==> src/hw/tmw_consts.vh <==
// constants of the timer with watch oscillator
`ifndef TMW_CONSTS_VH
`define TMW_CONSTS_VH
// =====================================================
// register byte offsets
`define TMW_OFF_CTRL      8'h00
`define TMW_OFF_CNT_LO    8'h04
`define TMW_OFF_CNT_HI    8'h08
`define TMW_OFF_OSC_CTRL  8'h0C
`define TMW_OFF_FLAG      8'h10
`define TMW_OFF_ENABLE    8'h14
`define TMW_OFF_CMP_MODE  8'h18
`define TMW_OFF_CMP_VAL   8'h1C
`define TMW_OFF_CONFIG    8'h20
`define TMW_OFF_PWR_STAT  8'h24
// =====================================================
// timer control fields
`define TMW_CTRL_ON       0
`define TMW_CTRL_SRC      1
`define TMW_CTRL_NOSYNC   2
`define TMW_CTRL_OSC_EN   3
`define TMW_CTRL_PS_LO    4
`define TMW_CTRL_PS_HI    5
`define TMW_CTRL_RUNFLG   6
`define TMW_CTRL_WIDE     7
// oscillator control, flag, enable and config fields
`define TMW_OSC_SEL_LO    0
`define TMW_OSC_SEL_HI    1
`define TMW_OSC_IDLE      7
`define TMW_FLAG_OVF      0
`define TMW_EN_OVF        0
`define TMW_CFG_LPOSC     0
// =====================================================
// codes and reset values
`define TMW_SEL_SLOW      2'h1
`define TMW_CMP_SPECIAL   4'hB
`define TMW_CNT_MAX       16'hFFFF
`define TMW_CNT_RST       16'h0000
`define TMW_CTRL_RST      8'h00
`define TMW_OSC_CTRL_RST  8'h00
`define TMW_CMP_VAL_RST   16'hFFFF
// instruction cycle is four system clocks
`define TMW_INSTR_DIV     2'h3
// power modes
`define TMW_PM_RUN        2'h0
`define TMW_PM_SEC_RUN    2'h1
`define TMW_PM_SEC_IDLE   2'h2
`define TMW_PM_SLEEP      2'h3
`endif

==> src/hw/tmw_timer.v <==
// 16-bit timer with watch oscillator control, apb register slave
`timescale 1ns/1ps
// Functional notes
// RL1 - watch oscillator runs only while slow_osc_enable (control bit 3) is set
// RL2 - once enabled the oscillator keeps running in every power mode
// RL3 - system_clock_select 01 enters secondary run, everything on slow clock
// RL4 - sleep with idle_on_sleep clear and slow clock selected enters secondary idle
// RL5 - slow_clock_active_flag (bit 6) set exactly while slow clock is system clock
// RL6 - with monitor on, failed oscillator shows in flag as other source
// RL7 - low_power_osc_option set selects low-power level, default high power
// RL8 - count pair increments 0000h to FFFFh then wraps to 0000h
// RL9 - every wrap sets overflow_flag (bit 0) until software clears it
// RL10 - overflow interrupt raised only while overflow_irq_enable is set
// RL11 - compare mode 1011 special event trigger clears count pair to zero
// RL12 - software uses timer or synchronous mode when relying on special reset
// RL13 - with special reset, compare_value_pair sets the counter period
// RL14 - software count write in same cycle as trigger wins over clear
// RL15 - special event clear never sets overflow_flag
// RL16 - software waits for oscillator start-up before depending on it
// RL17 - for 1 s ticks software sets top bit of count_high_byte each overflow
// RL18 - real-time usage never writes count_low_byte
// RL19 - real-time usage: async mode, irq enable set, oscillator always on
// RL20 - source clear counts instruction cycles, set counts external rising edges
// RL21 - counter counts only while counter_on (bit 0) is set
// RL22 - wide_access_enable maps high byte to buffer, loaded on low read/write
// RL23 - synchronous mode synchronises external edges before counting
`include "tmw_consts.vh"

module tmw_timer (
    input  wire        pclk,          // system clock
    input  wire        presetn,       // async reset, active low
    input  wire        psel,          // apb select
    input  wire        penable,       // apb access phase
    input  wire        pwrite,        // apb direction
    input  wire [7:0]  paddr,         // apb byte address
    input  wire [31:0] pwdata,        // apb write data
    output reg  [31:0] prdata,        // apb read data
    output reg         pready,        // apb ready
    output reg         pslverr,       // apb error, unmapped address
    input  wire        ext_clk_in,    // external count input
    input  wire        osc_in_pin,    // watch oscillator output, sampled
    input  wire        sleep_req,     // sleep instruction executed, pulse
    input  wire        wake_req,      // wake event, pulse
    input  wire        clk_mon_en,    // clock monitor enabled
    input  wire        osc_fail,      // monitor saw watch oscillator fail
    output reg         osc_run_q,     // watch oscillator amplifier enable
    output reg         osc_lowpwr_q,  // oscillator low-power level
    output reg  [1:0]  pwr_mode_q,    // current power mode
    output reg         sys_slow_q,    // system clocked from watch oscillator
    output reg         irq_q,         // overflow interrupt request
    output reg         special_evt_q  // special event pulse, also for converter
);

    // =====================================================
    // registers
    reg [7:0]  ctrl_q;
    reg [7:0]  osc_ctrl_q;
    reg [15:0] cnt_q;
    reg [7:0]  hi_buf_q;
    reg        ovf_flag_q;
    reg        ovf_en_q;
    reg [3:0]  cmp_mode_q;
    reg [15:0] cmp_val_q;
    reg        lposc_q;
    reg [1:0]  div_q;
    reg        instr_en_q;
    reg [2:0]  ps_q;
    reg        src_s1_q;
    reg        src_s2_q;
    reg        src_prev_q;
    reg        run_flag_q;

    wire       acc_ok  = psel & penable & pready;
    wire       wr_acc  = acc_ok & pwrite & ~pslverr;
    wire       rd_acc  = acc_ok & ~pwrite & ~pslverr;
    wire       wr_lo   = wr_acc & (paddr == `TMW_OFF_CNT_LO);
    wire       wr_hi   = wr_acc & (paddr == `TMW_OFF_CNT_HI);
    wire       rd_lo   = rd_acc & (paddr == `TMW_OFF_CNT_LO);
    wire       wide    = ctrl_q[`TMW_CTRL_WIDE];
    wire       nosync  = ctrl_q[`TMW_CTRL_NOSYNC];
    wire       ext_sel = ctrl_q[`TMW_CTRL_SRC];
    wire [1:0] ps_sel  = ctrl_q[`TMW_CTRL_PS_HI:`TMW_CTRL_PS_LO];
    // a wide-mode high write only fills the buffer, so it must not stall the count
    wire       cnt_wr  = wr_lo | (wr_hi & ~wide);

    // =====================================================
    // address decode
    reg mapped;
    always @* begin
        case (paddr)
            `TMW_OFF_CTRL, `TMW_OFF_CNT_LO, `TMW_OFF_CNT_HI,
            `TMW_OFF_OSC_CTRL, `TMW_OFF_FLAG, `TMW_OFF_ENABLE,
            `TMW_OFF_CMP_MODE, `TMW_OFF_CMP_VAL, `TMW_OFF_CONFIG,
            `TMW_OFF_PWR_STAT: mapped = 1'b1;
            default:           mapped = 1'b0;
        endcase
    end

    // read mux, sampled into prdata on the wait-state edge
    reg [31:0] rd_val;
    always @* begin
        rd_val = 32'h0000_0000;
        case (paddr)
            `TMW_OFF_CTRL:     rd_val[7:0] = {ctrl_q[7], run_flag_q, ctrl_q[5:0]}; // RL5
            `TMW_OFF_CNT_LO:   rd_val[7:0] = cnt_q[7:0];
            `TMW_OFF_CNT_HI:   rd_val[7:0] = wide ? hi_buf_q : cnt_q[15:8]; // RL22
            `TMW_OFF_OSC_CTRL: rd_val[7:0] = osc_ctrl_q;
            `TMW_OFF_FLAG:     rd_val[0]   = ovf_flag_q;
            `TMW_OFF_ENABLE:   rd_val[0]   = ovf_en_q;
            `TMW_OFF_CMP_MODE: rd_val[3:0] = cmp_mode_q;
            `TMW_OFF_CMP_VAL:  rd_val[15:0] = cmp_val_q;
            `TMW_OFF_CONFIG:   rd_val[0]   = lposc_q;
            `TMW_OFF_PWR_STAT: rd_val[1:0] = pwr_mode_q;
            default:           rd_val = 32'h0000_0000;
        endcase
    end

    // =====================================================
    // apb handshake: one wait state, so prdata is a flop
    always @(posedge pclk or negedge presetn) begin
        if (!presetn) begin
            pready  <= 1'b0;
            pslverr <= 1'b0;
            prdata  <= 32'h0000_0000;
        end else begin
            pready  <= psel & penable & ~pready;
            pslverr <= psel & penable & ~pready & ~mapped;
            if (psel & penable & ~pready & ~pwrite) begin
                prdata <= mapped ? rd_val : 32'h0000_0000;
            end
        end
    end

    // =====================================================
    // software registers
    always @(posedge pclk or negedge presetn) begin
        if (!presetn) begin
            ctrl_q     <= `TMW_CTRL_RST;
            osc_ctrl_q <= `TMW_OSC_CTRL_RST;
            ovf_en_q   <= 1'b0;
            cmp_mode_q <= 4'h0;
            cmp_val_q  <= `TMW_CMP_VAL_RST;
            lposc_q    <= 1'b0; // high power is default
        end else if (wr_acc) begin
            case (paddr)
                // flag bit 6 is status only, never stored
                `TMW_OFF_CTRL:     ctrl_q     <= {pwdata[7], 1'b0, pwdata[5:0]};
                `TMW_OFF_OSC_CTRL: osc_ctrl_q <= {pwdata[7], 5'h00, pwdata[1:0]};
                `TMW_OFF_ENABLE:   ovf_en_q   <= pwdata[`TMW_EN_OVF]; // RL10
                `TMW_OFF_CMP_MODE: cmp_mode_q <= pwdata[3:0];
                `TMW_OFF_CMP_VAL:  cmp_val_q  <= pwdata[15:0];
                `TMW_OFF_CONFIG:   lposc_q    <= pwdata[`TMW_CFG_LPOSC];
                default:           ctrl_q     <= ctrl_q;
            endcase
        end
    end

    // =====================================================
    // oscillator drive follows its enable alone, power modes never touch it
    always @(posedge pclk or negedge presetn) begin
        if (!presetn) begin
            osc_run_q    <= 1'b0;
            osc_lowpwr_q <= 1'b0;
        end else begin
            osc_run_q    <= ctrl_q[`TMW_CTRL_OSC_EN]; // RL1 RL2
            osc_lowpwr_q <= lposc_q;                  // RL7
        end
    end

    // =====================================================
    // clock source: instruction enable and external edge detect
    always @(posedge pclk or negedge presetn) begin
        if (!presetn) begin
            div_q      <= 2'h0;
            instr_en_q <= 1'b0;
            src_s1_q   <= 1'b0;
            src_s2_q   <= 1'b0;
            src_prev_q <= 1'b0;
        end else begin
            div_q      <= div_q + 2'h1;
            instr_en_q <= (div_q == `TMW_INSTR_DIV);
            src_s1_q   <= ctrl_q[`TMW_CTRL_OSC_EN] ? osc_in_pin : ext_clk_in;
            src_s2_q   <= src_s1_q;
            src_prev_q <= nosync ? src_s1_q : src_s2_q;
        end
    end

    // async mode skips the second stage, trading phase for latency
    wire src_now  = nosync ? src_s1_q : src_s2_q; // RL23
    wire ext_rise = src_now & ~src_prev_q;
    wire raw_tick = ctrl_q[`TMW_CTRL_ON] &
                    (ext_sel ? ext_rise : instr_en_q); // RL20 RL21

    // prescaler 1, 2, 4 or 8
    reg ps_hit;
    always @* begin
        case (ps_sel)
            2'h0:    ps_hit = 1'b1;
            2'h1:    ps_hit = ps_q[0];
            2'h2:    ps_hit = &ps_q[1:0];
            default: ps_hit = &ps_q;
        endcase
    end
    wire tick = raw_tick & ps_hit;

    always @(posedge pclk or negedge presetn) begin
        if (!presetn) begin
            ps_q <= 3'h0;
        end else if (wr_lo) begin
            ps_q <= 3'h0;
        end else if (raw_tick) begin
            ps_q <= ps_hit ? 3'h0 : ps_q + 3'h1;
        end
    end

    // =====================================================
    // special event: compare match in mode 1011, not in async counting
    wire special_mode = (cmp_mode_q == `TMW_CMP_SPECIAL);
    wire special_ok   = ~(ext_sel & nosync);
    wire special_hit  = special_mode & special_ok & (cnt_q == cmp_val_q)
                        & ctrl_q[`TMW_CTRL_ON]; // RL11 RL13

    always @(posedge pclk or negedge presetn) begin
        if (!presetn) begin
            special_evt_q <= 1'b0;
        end else begin
            special_evt_q <= special_hit & ~cnt_wr; // RL14
        end
    end

    // =====================================================
    // count pair: write beats special clear beats increment
    wire wrap = tick & (cnt_q == `TMW_CNT_MAX);
    always @(posedge pclk or negedge presetn) begin
        if (!presetn) begin
            cnt_q    <= `TMW_CNT_RST;
            hi_buf_q <= 8'h00;
        end else begin
            if (rd_lo & wide) begin
                hi_buf_q <= cnt_q[15:8]; // RL22
            end
            if (wr_hi) begin
                if (wide) begin
                    hi_buf_q <= pwdata[7:0]; // RL22
                end else begin
                    cnt_q[15:8] <= pwdata[7:0];
                end
            end
            if (wr_lo) begin
                cnt_q[7:0] <= pwdata[7:0];
                if (wide) begin
                    cnt_q[15:8] <= hi_buf_q; // RL22
                end
            end else if (wr_hi & ~wide) begin
                cnt_q[7:0] <= cnt_q[7:0]; // RL14
            end else if (special_hit) begin
                cnt_q <= `TMW_CNT_RST; // RL11
            end else if (tick) begin
                cnt_q <= cnt_q + 16'h0001; // RL8
            end
        end
    end

    // =====================================================
    // overflow flag: set wins over a same-cycle software clear
    wire ovf_set = wrap & ~cnt_wr & ~special_hit; // RL15
    wire ovf_clr = wr_acc & (paddr == `TMW_OFF_FLAG) & ~pwdata[`TMW_FLAG_OVF];
    always @(posedge pclk or negedge presetn) begin
        if (!presetn) begin
            ovf_flag_q <= 1'b0;
            irq_q      <= 1'b0;
        end else begin
            if (ovf_set) begin
                ovf_flag_q <= 1'b1; // RL9
            end else if (ovf_clr) begin
                ovf_flag_q <= 1'b0;
            end
            irq_q <= (ovf_flag_q | ovf_set) & ovf_en_q; // RL10
        end
    end

    // =====================================================
    // power mode machine
    wire [1:0] clk_sel   = osc_ctrl_q[`TMW_OSC_SEL_HI:`TMW_OSC_SEL_LO];
    wire       slow_sel  = (clk_sel == `TMW_SEL_SLOW);
    wire       idle_bit  = osc_ctrl_q[`TMW_OSC_IDLE];
    wire [1:0] awake_pm  = slow_sel ? `TMW_PM_SEC_RUN : `TMW_PM_RUN;
    reg  [1:0] pm_d;
    always @* begin
        pm_d = pwr_mode_q;
        case (pwr_mode_q)
            `TMW_PM_RUN, `TMW_PM_SEC_RUN: begin
                if (sleep_req & slow_sel & ~idle_bit) begin
                    pm_d = `TMW_PM_SEC_IDLE; // RL4
                end else if (sleep_req) begin
                    pm_d = `TMW_PM_SLEEP;
                end else begin
                    pm_d = awake_pm; // RL3
                end
            end
            `TMW_PM_SEC_IDLE, `TMW_PM_SLEEP: begin
                if (wake_req) begin
                    pm_d = awake_pm;
                end
            end
            default: pm_d = `TMW_PM_RUN;
        endcase
    end

    // slow clock flag drops if the monitor swapped to a backup source
    wire slow_src = slow_sel & (pwr_mode_q != `TMW_PM_SLEEP)
                    & ~(clk_mon_en & osc_fail); // RL5 RL6
    always @(posedge pclk or negedge presetn) begin
        if (!presetn) begin
            pwr_mode_q <= `TMW_PM_RUN;
            run_flag_q <= 1'b0;
            sys_slow_q <= 1'b0;
        end else begin
            pwr_mode_q <= pm_d;
            run_flag_q <= slow_src; // RL5
            sys_slow_q <= slow_src;
        end
    end

endmodule // tmw_timer

==> config.mk <==
export PLATFORM = sky130hd
export DESIGN_NAME = tmw_timer
export DESIGN_NICKNAME = d
export VERILOG_FILES = /design/src/hw/tmw_timer.v
export VERILOG_INCLUDE_DIRS = /design/src /design/src/hw
export SDC_FILE = /design/constraint.sdc
export NUM_CORES = 1
export LEC_CHECK = 0
export BUFFER_PORTS_ARGS = -buffer_cell sky130_fd_sc_hd__buf_4
export CORE_ASPECT_RATIO = 1.1
export CORE_MARGIN = 2
export CORE_UTILIZATION = 36
export DETAILED_ROUTE_END_ITERATION = 8
export GPL_TIMING_DRIVEN = 0
export HOLD_SLACK_MARGIN = 0.1
export PLACE_DENSITY_LB_ADDON = 0.3
export REMOVE_ABC_BUFFERS = 1
export SLEW_MARGIN = 40
export SYNTH_ARGS = -nofsm -noshare
export SYNTH_HDL_FRONTEND = slang
export SYNTH_SLANG_ARGS = --single-unit
==> constraint.sdc <==
create_clock -name pclk -period 2.6 [get_ports pclk]
set_clock_uncertainty 0.1 [all_clocks]
set_input_delay 0.52 -clock pclk [delete_from_list [all_inputs] [get_ports pclk]]
set_output_delay 0.52 -clock pclk [all_outputs]
set_load 0.1 [all_outputs]
After elaboration in Yosys (flattened, before gate mapping)
Cells that the tools add are included.
{"block": "totals", "register_bits": 107, "inputBits": 51, "output_inout_bits": 41, "wordCells": 148}
{"block": "op_classes", "addsub": 3, "n_eq_ne": 22, "muxes": 33, "bitwise_logic": 47, "n_reduce_logical": 18}
{"cell": "$mux 8", "n": 10}
{"cell": "$mux 16", "n": 4}
{"cell": "$and 1x1->1", "n": 33}
{"cell": "$eq 8x5->1 const B", "n": 4}
{"cell": "$pmux 4 s5", "n": 1}
{"cell": "$add 16x1->16 const B", "n": 1}
{"cell": "$eq 16x16->1", "n": 1}
{"cell": "$eq 16x16->1 const B", "n": 1}
{"cell": "$eq 8x4->1 const B", "n": 2}
{"cell": "$eq 8x6->1 const B", "n": 2}
{"cell": "$reduce_and 2->1", "n": 8}
{"cell": "$not 1->1", "n": 12}
{"cell": "$pmux 1 s10", "n": 1}
{"cell": "$pmux 2 s5", "n": 1}
{"cell": "$reduce_or 10->1", "n": 1}
{"cell": "$mux 3", "n": 3}
{"cell": "$eq 2x2->1 const B", "n": 4}
{"cell": "$eq 8x3->1 const B", "n": 1}
{"cell": "$logic_not 8->1", "n": 1}
{"cell": "$mux 1", "n": 7}
{"cell": "$pmux 1 s7", "n": 1}
{"cell": "$eq 2x1->1 const B", "n": 3}
{"cell": "$mux 2", "n": 3}
{"cell": "$ne 2x2->1 const B", "n": 3}
{"cell": "other kinds (11)", "n": 15}

Depth between registers and ports, before layout
{"block": "logic_depth", "word_depth": 12, "depth_mapped": 9, "mapped_depth_nobuf": 8}

Worst setup path before layout
No wires, ideal clock.
{"block": "synth_path", "path_type": "register -> register", "startpoint": "register pready", "endpoint": "register cmp_val_q[2]", "setup_ns": 0.082, "arrival_ns": 2.399, "required_ns": 2.418, "path_slack_ns": 0.019, "path_stages_with_launch": 6, "n_path_buf": 1, "synth_period_minus_slack_ns": 2.581, "cell_sequence": "dfrtp_1 > and4b_1 > nand2_1 > nor2_2 > buf_4 > mux2_2"}
{"block": "synth_via", "elab_chain_cells": 4}
{"item": "start: declaration", "line_no": "tmw_timer.v:38", "text": "output reg pready,"}
{"item": "start signal: assignment", "line_no": "tmw_timer.v:126", "text": "pready <= psel & penable & ~pready;"}
{"item": "$and 1x1->1", "line_no": "tmw_timer.v:73", "text": "wire acc_ok = psel & penable & pready;"}
{"item": "$and 1x1->1 (2 in a row)", "line_no": "tmw_timer.v:74", "text": "wire wr_acc = acc_ok & pwrite & ~pslverr;"}
{"item": "$reduce_and 2->1 (no source line)"}
{"item": "end signal: assignment", "line_no": "tmw_timer.v:142", "text": "cmp_val_q <= `TMW_CMP_VAL_RST;"}
{"item": "end signal: assignment", "line_no": "tmw_timer.v:151", "text": "`TMW_OFF_CMP_VAL: cmp_val_q <= pwdata[15:0];"}
{"item": "end: declaration", "line_no": "tmw_timer.v:63", "text": "reg [15:0] cmp_val_q;"}
Every way passes these cells.
A chain may end at the register's enable or synchronous reset.

Worst setup path after layout
{"block": "layout_path", "startpoint": "input port paddr[2]", "endpoint": "register hi_buf_q[3]"}
{"block": "layout_via", "elab_chain_cells": 6, "word_cells_on_any_way": 8, "classes_between": "eq/ne (2); mux (3); bitwise (3)"}
{"item": "start: declaration", "line_no": "tmw_timer.v:35", "text": "input wire [7:0] paddr,"}
{"item": "$eq 8x3->1"}
{"item": "$and 1x1->1", "line_no": "tmw_timer.v:78", "text": "wire rd_lo = rd_acc & (paddr == `TMW_OFF_CNT_LO);"}
{"item": "$and 1x1->1", "line_no": "tmw_timer.v:239", "text": "if (rd_lo & wide) begin"}
{"item": "$mux 8", "line_no": "tmw_timer.v:239"}
{"item": "$mux 8", "line_no": "tmw_timer.v:243", "text": "if (wide) begin"}
{"item": "$mux 8 (*)", "line_no": "tmw_timer.v:242", "text": "if (wr_hi) begin"}
{"item": "end signal: assignment", "line_no": "tmw_timer.v:240", "text": "hi_buf_q <= cnt_q[15:8];"}
{"item": "end signal: assignment", "line_no": "tmw_timer.v:244", "text": "hi_buf_q <= pwdata[7:0];"}
{"item": "end: declaration", "line_no": "tmw_timer.v:59", "text": "reg [7:0] hi_buf_q;"}
Mark *: on every way between the ends. The rest lies on a longest branch, timed or not.

==> impl_metrics.env <==
export IMPL_run_status="finished clean"
export IMPL_grtUsageMet2=0.2924
export IMPL_peakVddDrop_uv=359.8
export IMPL_globalRoute_busiestLayer="met2"
export IMPL_cts_sinks=91
export IMPL_drt_iter0_drc=337
export IMPL_hold_viol_final=0
export IMPL_dieArea_um2=14960
export IMPL_drive_above_1_share=0.2687
export IMPL_synth_cell_types=63
export IMPL_layout_cells_most_common_list="74 x dfrtp_1, 58 x buf_4, 48 x nor2_1"
export IMPL_rsz0062_at_grt="false"
export IMPL_synth_ff_type="dfrtp_1"
export IMPL_grt_max_degree=92
export IMPL_port_buffer_count=59
export IMPL_final_common_cell="dfrtp_1"
export IMPL_crit_buf_inv=1
export IMPL_yosysWarnings=0
export IMPL_instances_no_fill=735
export IMPL_cp_required_ns=2.77
export IMPL_reg2reg_slack_ns=0.20
export IMPL_cp_common_cell="nor2_1"
export IMPL_postCtsSetupBuffers=0
export IMPL_rows=45
export IMPL_cp_end_kind="flip-flop"
export IMPL_fin_crit_sh=0.9484
export IMPL_timing_fmax_mhz=405.5
export IMPL_antenna_left=0
export IMPL_dp_hpwl_um=9442
export IMPL_cp_top_family="simple AND/OR/NAND/NOR gates"
export IMPL_synthArstFlopShare=1.000
export IMPL_clk_pin_slew_ns=0.06
export IMPL_grt_pass1_wl_um=20760
export IMPL_routed_wirelength_um=13040
export IMPL_setup_viol_count_final=0
export IMPL_critPathSlowestCell="or4b_1"
export IMPL_cts_made_buffers=9
export IMPL_grt_pass1_vias=3898
export IMPL_tightest_slew_ns=0.8098
export IMPL_overflow=0
export IMPL_max_stage_delay_ns=0.68
export IMPL_cp_data_arrival_time_ns=2.64
export IMPL_h_tree_depth=3
export IMPL_nets=597
export IMPL_gr_usage_met1=0.2355
export IMPL_viasPerCell=5.377
export IMPL_clk_latency_ns=0.34
export IMPL_slew_violations=0
export IMPL_die_w_um=116.8
export IMPL_final_min_clock_period_ns=2.466
export IMPL_dp_cells=719
export IMPL_grt_use_total=0.1814
export IMPL_cap_viol_max_count=0
export IMPL_power_density_nw_per_um2=570.2
export IMPL_start_util=0.3668
export IMPL_synth_avg_cell_area_um2=10.16
export IMPL_cts_root_buffer="clkbuf_16"
export IMPL_grtUsageMet3=0.03641
export IMPL_syn2layout_area_growth_pct=17.75
export IMPL_cts_tree="built"
export IMPL_cp_start_kind="primary input"
export IMPL_synth_edf_count=0
export IMPL_firstDrtPassIters=6
export IMPL_synth_seq_cells=91
export IMPL_cts_buffer_depth=2
export IMPL_fin_util=0.4320
export IMPL_ys_seq_area_frac=0.4558
export IMPL_slew_headroom=0.4552
export IMPL_vias=3952
export IMPL_path_cells="buf_4, or4b_1, nor2_4, nand4b_2, nand2_1, nor2_1, nor2_1"
export IMPL_drc=0
export IMPL_setup_slack_ns=0.1341
export IMPL_synth_area_um2=5040
export IMPL_antenna_found_initial=0
export IMPL_boundaryPins=92
export IMPL_p_total_mw=3.384
export IMPL_power_leakage_nw=2.643
export IMPL_dp_slack_ns=-0.3475
export IMPL_core_area_um2=13740
export IMPL_antenna_cells=0
export IMPL_gp_congestion=0.8770
export IMPL_worstHoldPathType="in2async"
export IMPL_crit_fanout=16
export IMPL_fp_dieH_um=128.1
export IMPL_drt_wirelength_per_cell_um=17.75
export IMPL_synth_cells=496
export IMPL_critPathKind="in2reg"
where the power goes:
part	internal (mW)	switching, mW	total, mW
registers	1.44	0.0196	1.46
clock network	0.947	0.575	1.52
logic	0.0844	0.320	0.404
total	2.47	0.914	3.38
cell families (layout without fill, tap and decap cells):
family | Yosys count | count (layout) | synth area share
AND/OR/NAND/NOR | 162 | 162 | 0.1696
AO/OA/AOI/OAI | 104 | 104 | 0.1380
flip-flops | 91 | 91 | 0.4558
multiplexers | 58 | 58 | 0.1261
buffers and inverters | 52 | 88 | 0.05809
XOR/XNOR | 24 | 24 | 0.04171
adder cells (fa/ha/maj) | 4 | 4 | 0.009931
other | 1 | 16 | 0.0007441
path summary, 6_finish.rpt:
kind                               start       endpoint  cells past startpoint
worst max-delay path            paddr[2]    hi_buf_q[3]                      7
worst min-delay path             presetn       div_q[1]                      1
worst max register to register   pslverr      cnt_q[11]                      5
worst min register to register  src_s1_q       src_s2_q                      0
max in group asynchronous        presetn       cnt_q[6]                      1
min in group pclk               wake_req  pwr_mode_q[1]                      2
final cells by class:
cell class	count	area, µm²
Clock buffer	9	225.2
Clock inverter	7	121.4
Fill cell	1332	7804
Inverter	11	41.29
Multi-Input combinational cell	368	2547
Sequential cell	91	2298
Tap cell	188	235.2
Timing Repair Buffer	61	465.4
metal layers:
layer	vias up	wire, µm	part of all wire
li1	1850	-	-
met1	1931	5849	0.45
met2	142	6171	0.47
met3	29	633	0.049
met4	0	390	0.030
met5	-	0	0
synth_stat cells (all sizes together) (12+ instances only):
cell     n  area share
dfrtp   75        0.37
nor2    52       0.043
nand2   46       0.035
mux2    44       0.098
buf     26       0.039
o21ai   25       0.025
xnor2   18       0.031
a21oi   17       0.018
dfstp   16       0.083
clkbuf  15       0.011
mux2i   14       0.028
a22o    12       0.021
registers in the layout (all words and copies together) (netlist names), 3 cells and up:
| name | flops |
|---|---|
| hi_buf_q | 8 |
| ps_q | 3 |
| osc_ctrl_q | 3 |
| prdata | 16 |
| cmp_mode_q | 4 |
| cnt_q | 16 |
| ctrl_q | 7 |
| cmp_val_q | 16 |
metrics by stage:
step,hold slack [ns],cell area (µm²),TNS [ns]
final,0.1348,5934,0
after global routing,0.1941,5934,0
after CTS,0.1941,5907,0
after detailed placement,0.2692,5553,-6.397
after global placement,0.2641,5523,-9.323
after floorplan,0.1244,4845,-0.7011
repair_timing:
item / CTS / global route
pin swaps: 0 / 0
hold buffers: 0 / 0
gates resized for setup: 1 / 5
cloned: 0 / 0
endpoints found under the setup margin: 2 / 16
Power figures use the tool's default switching activity.
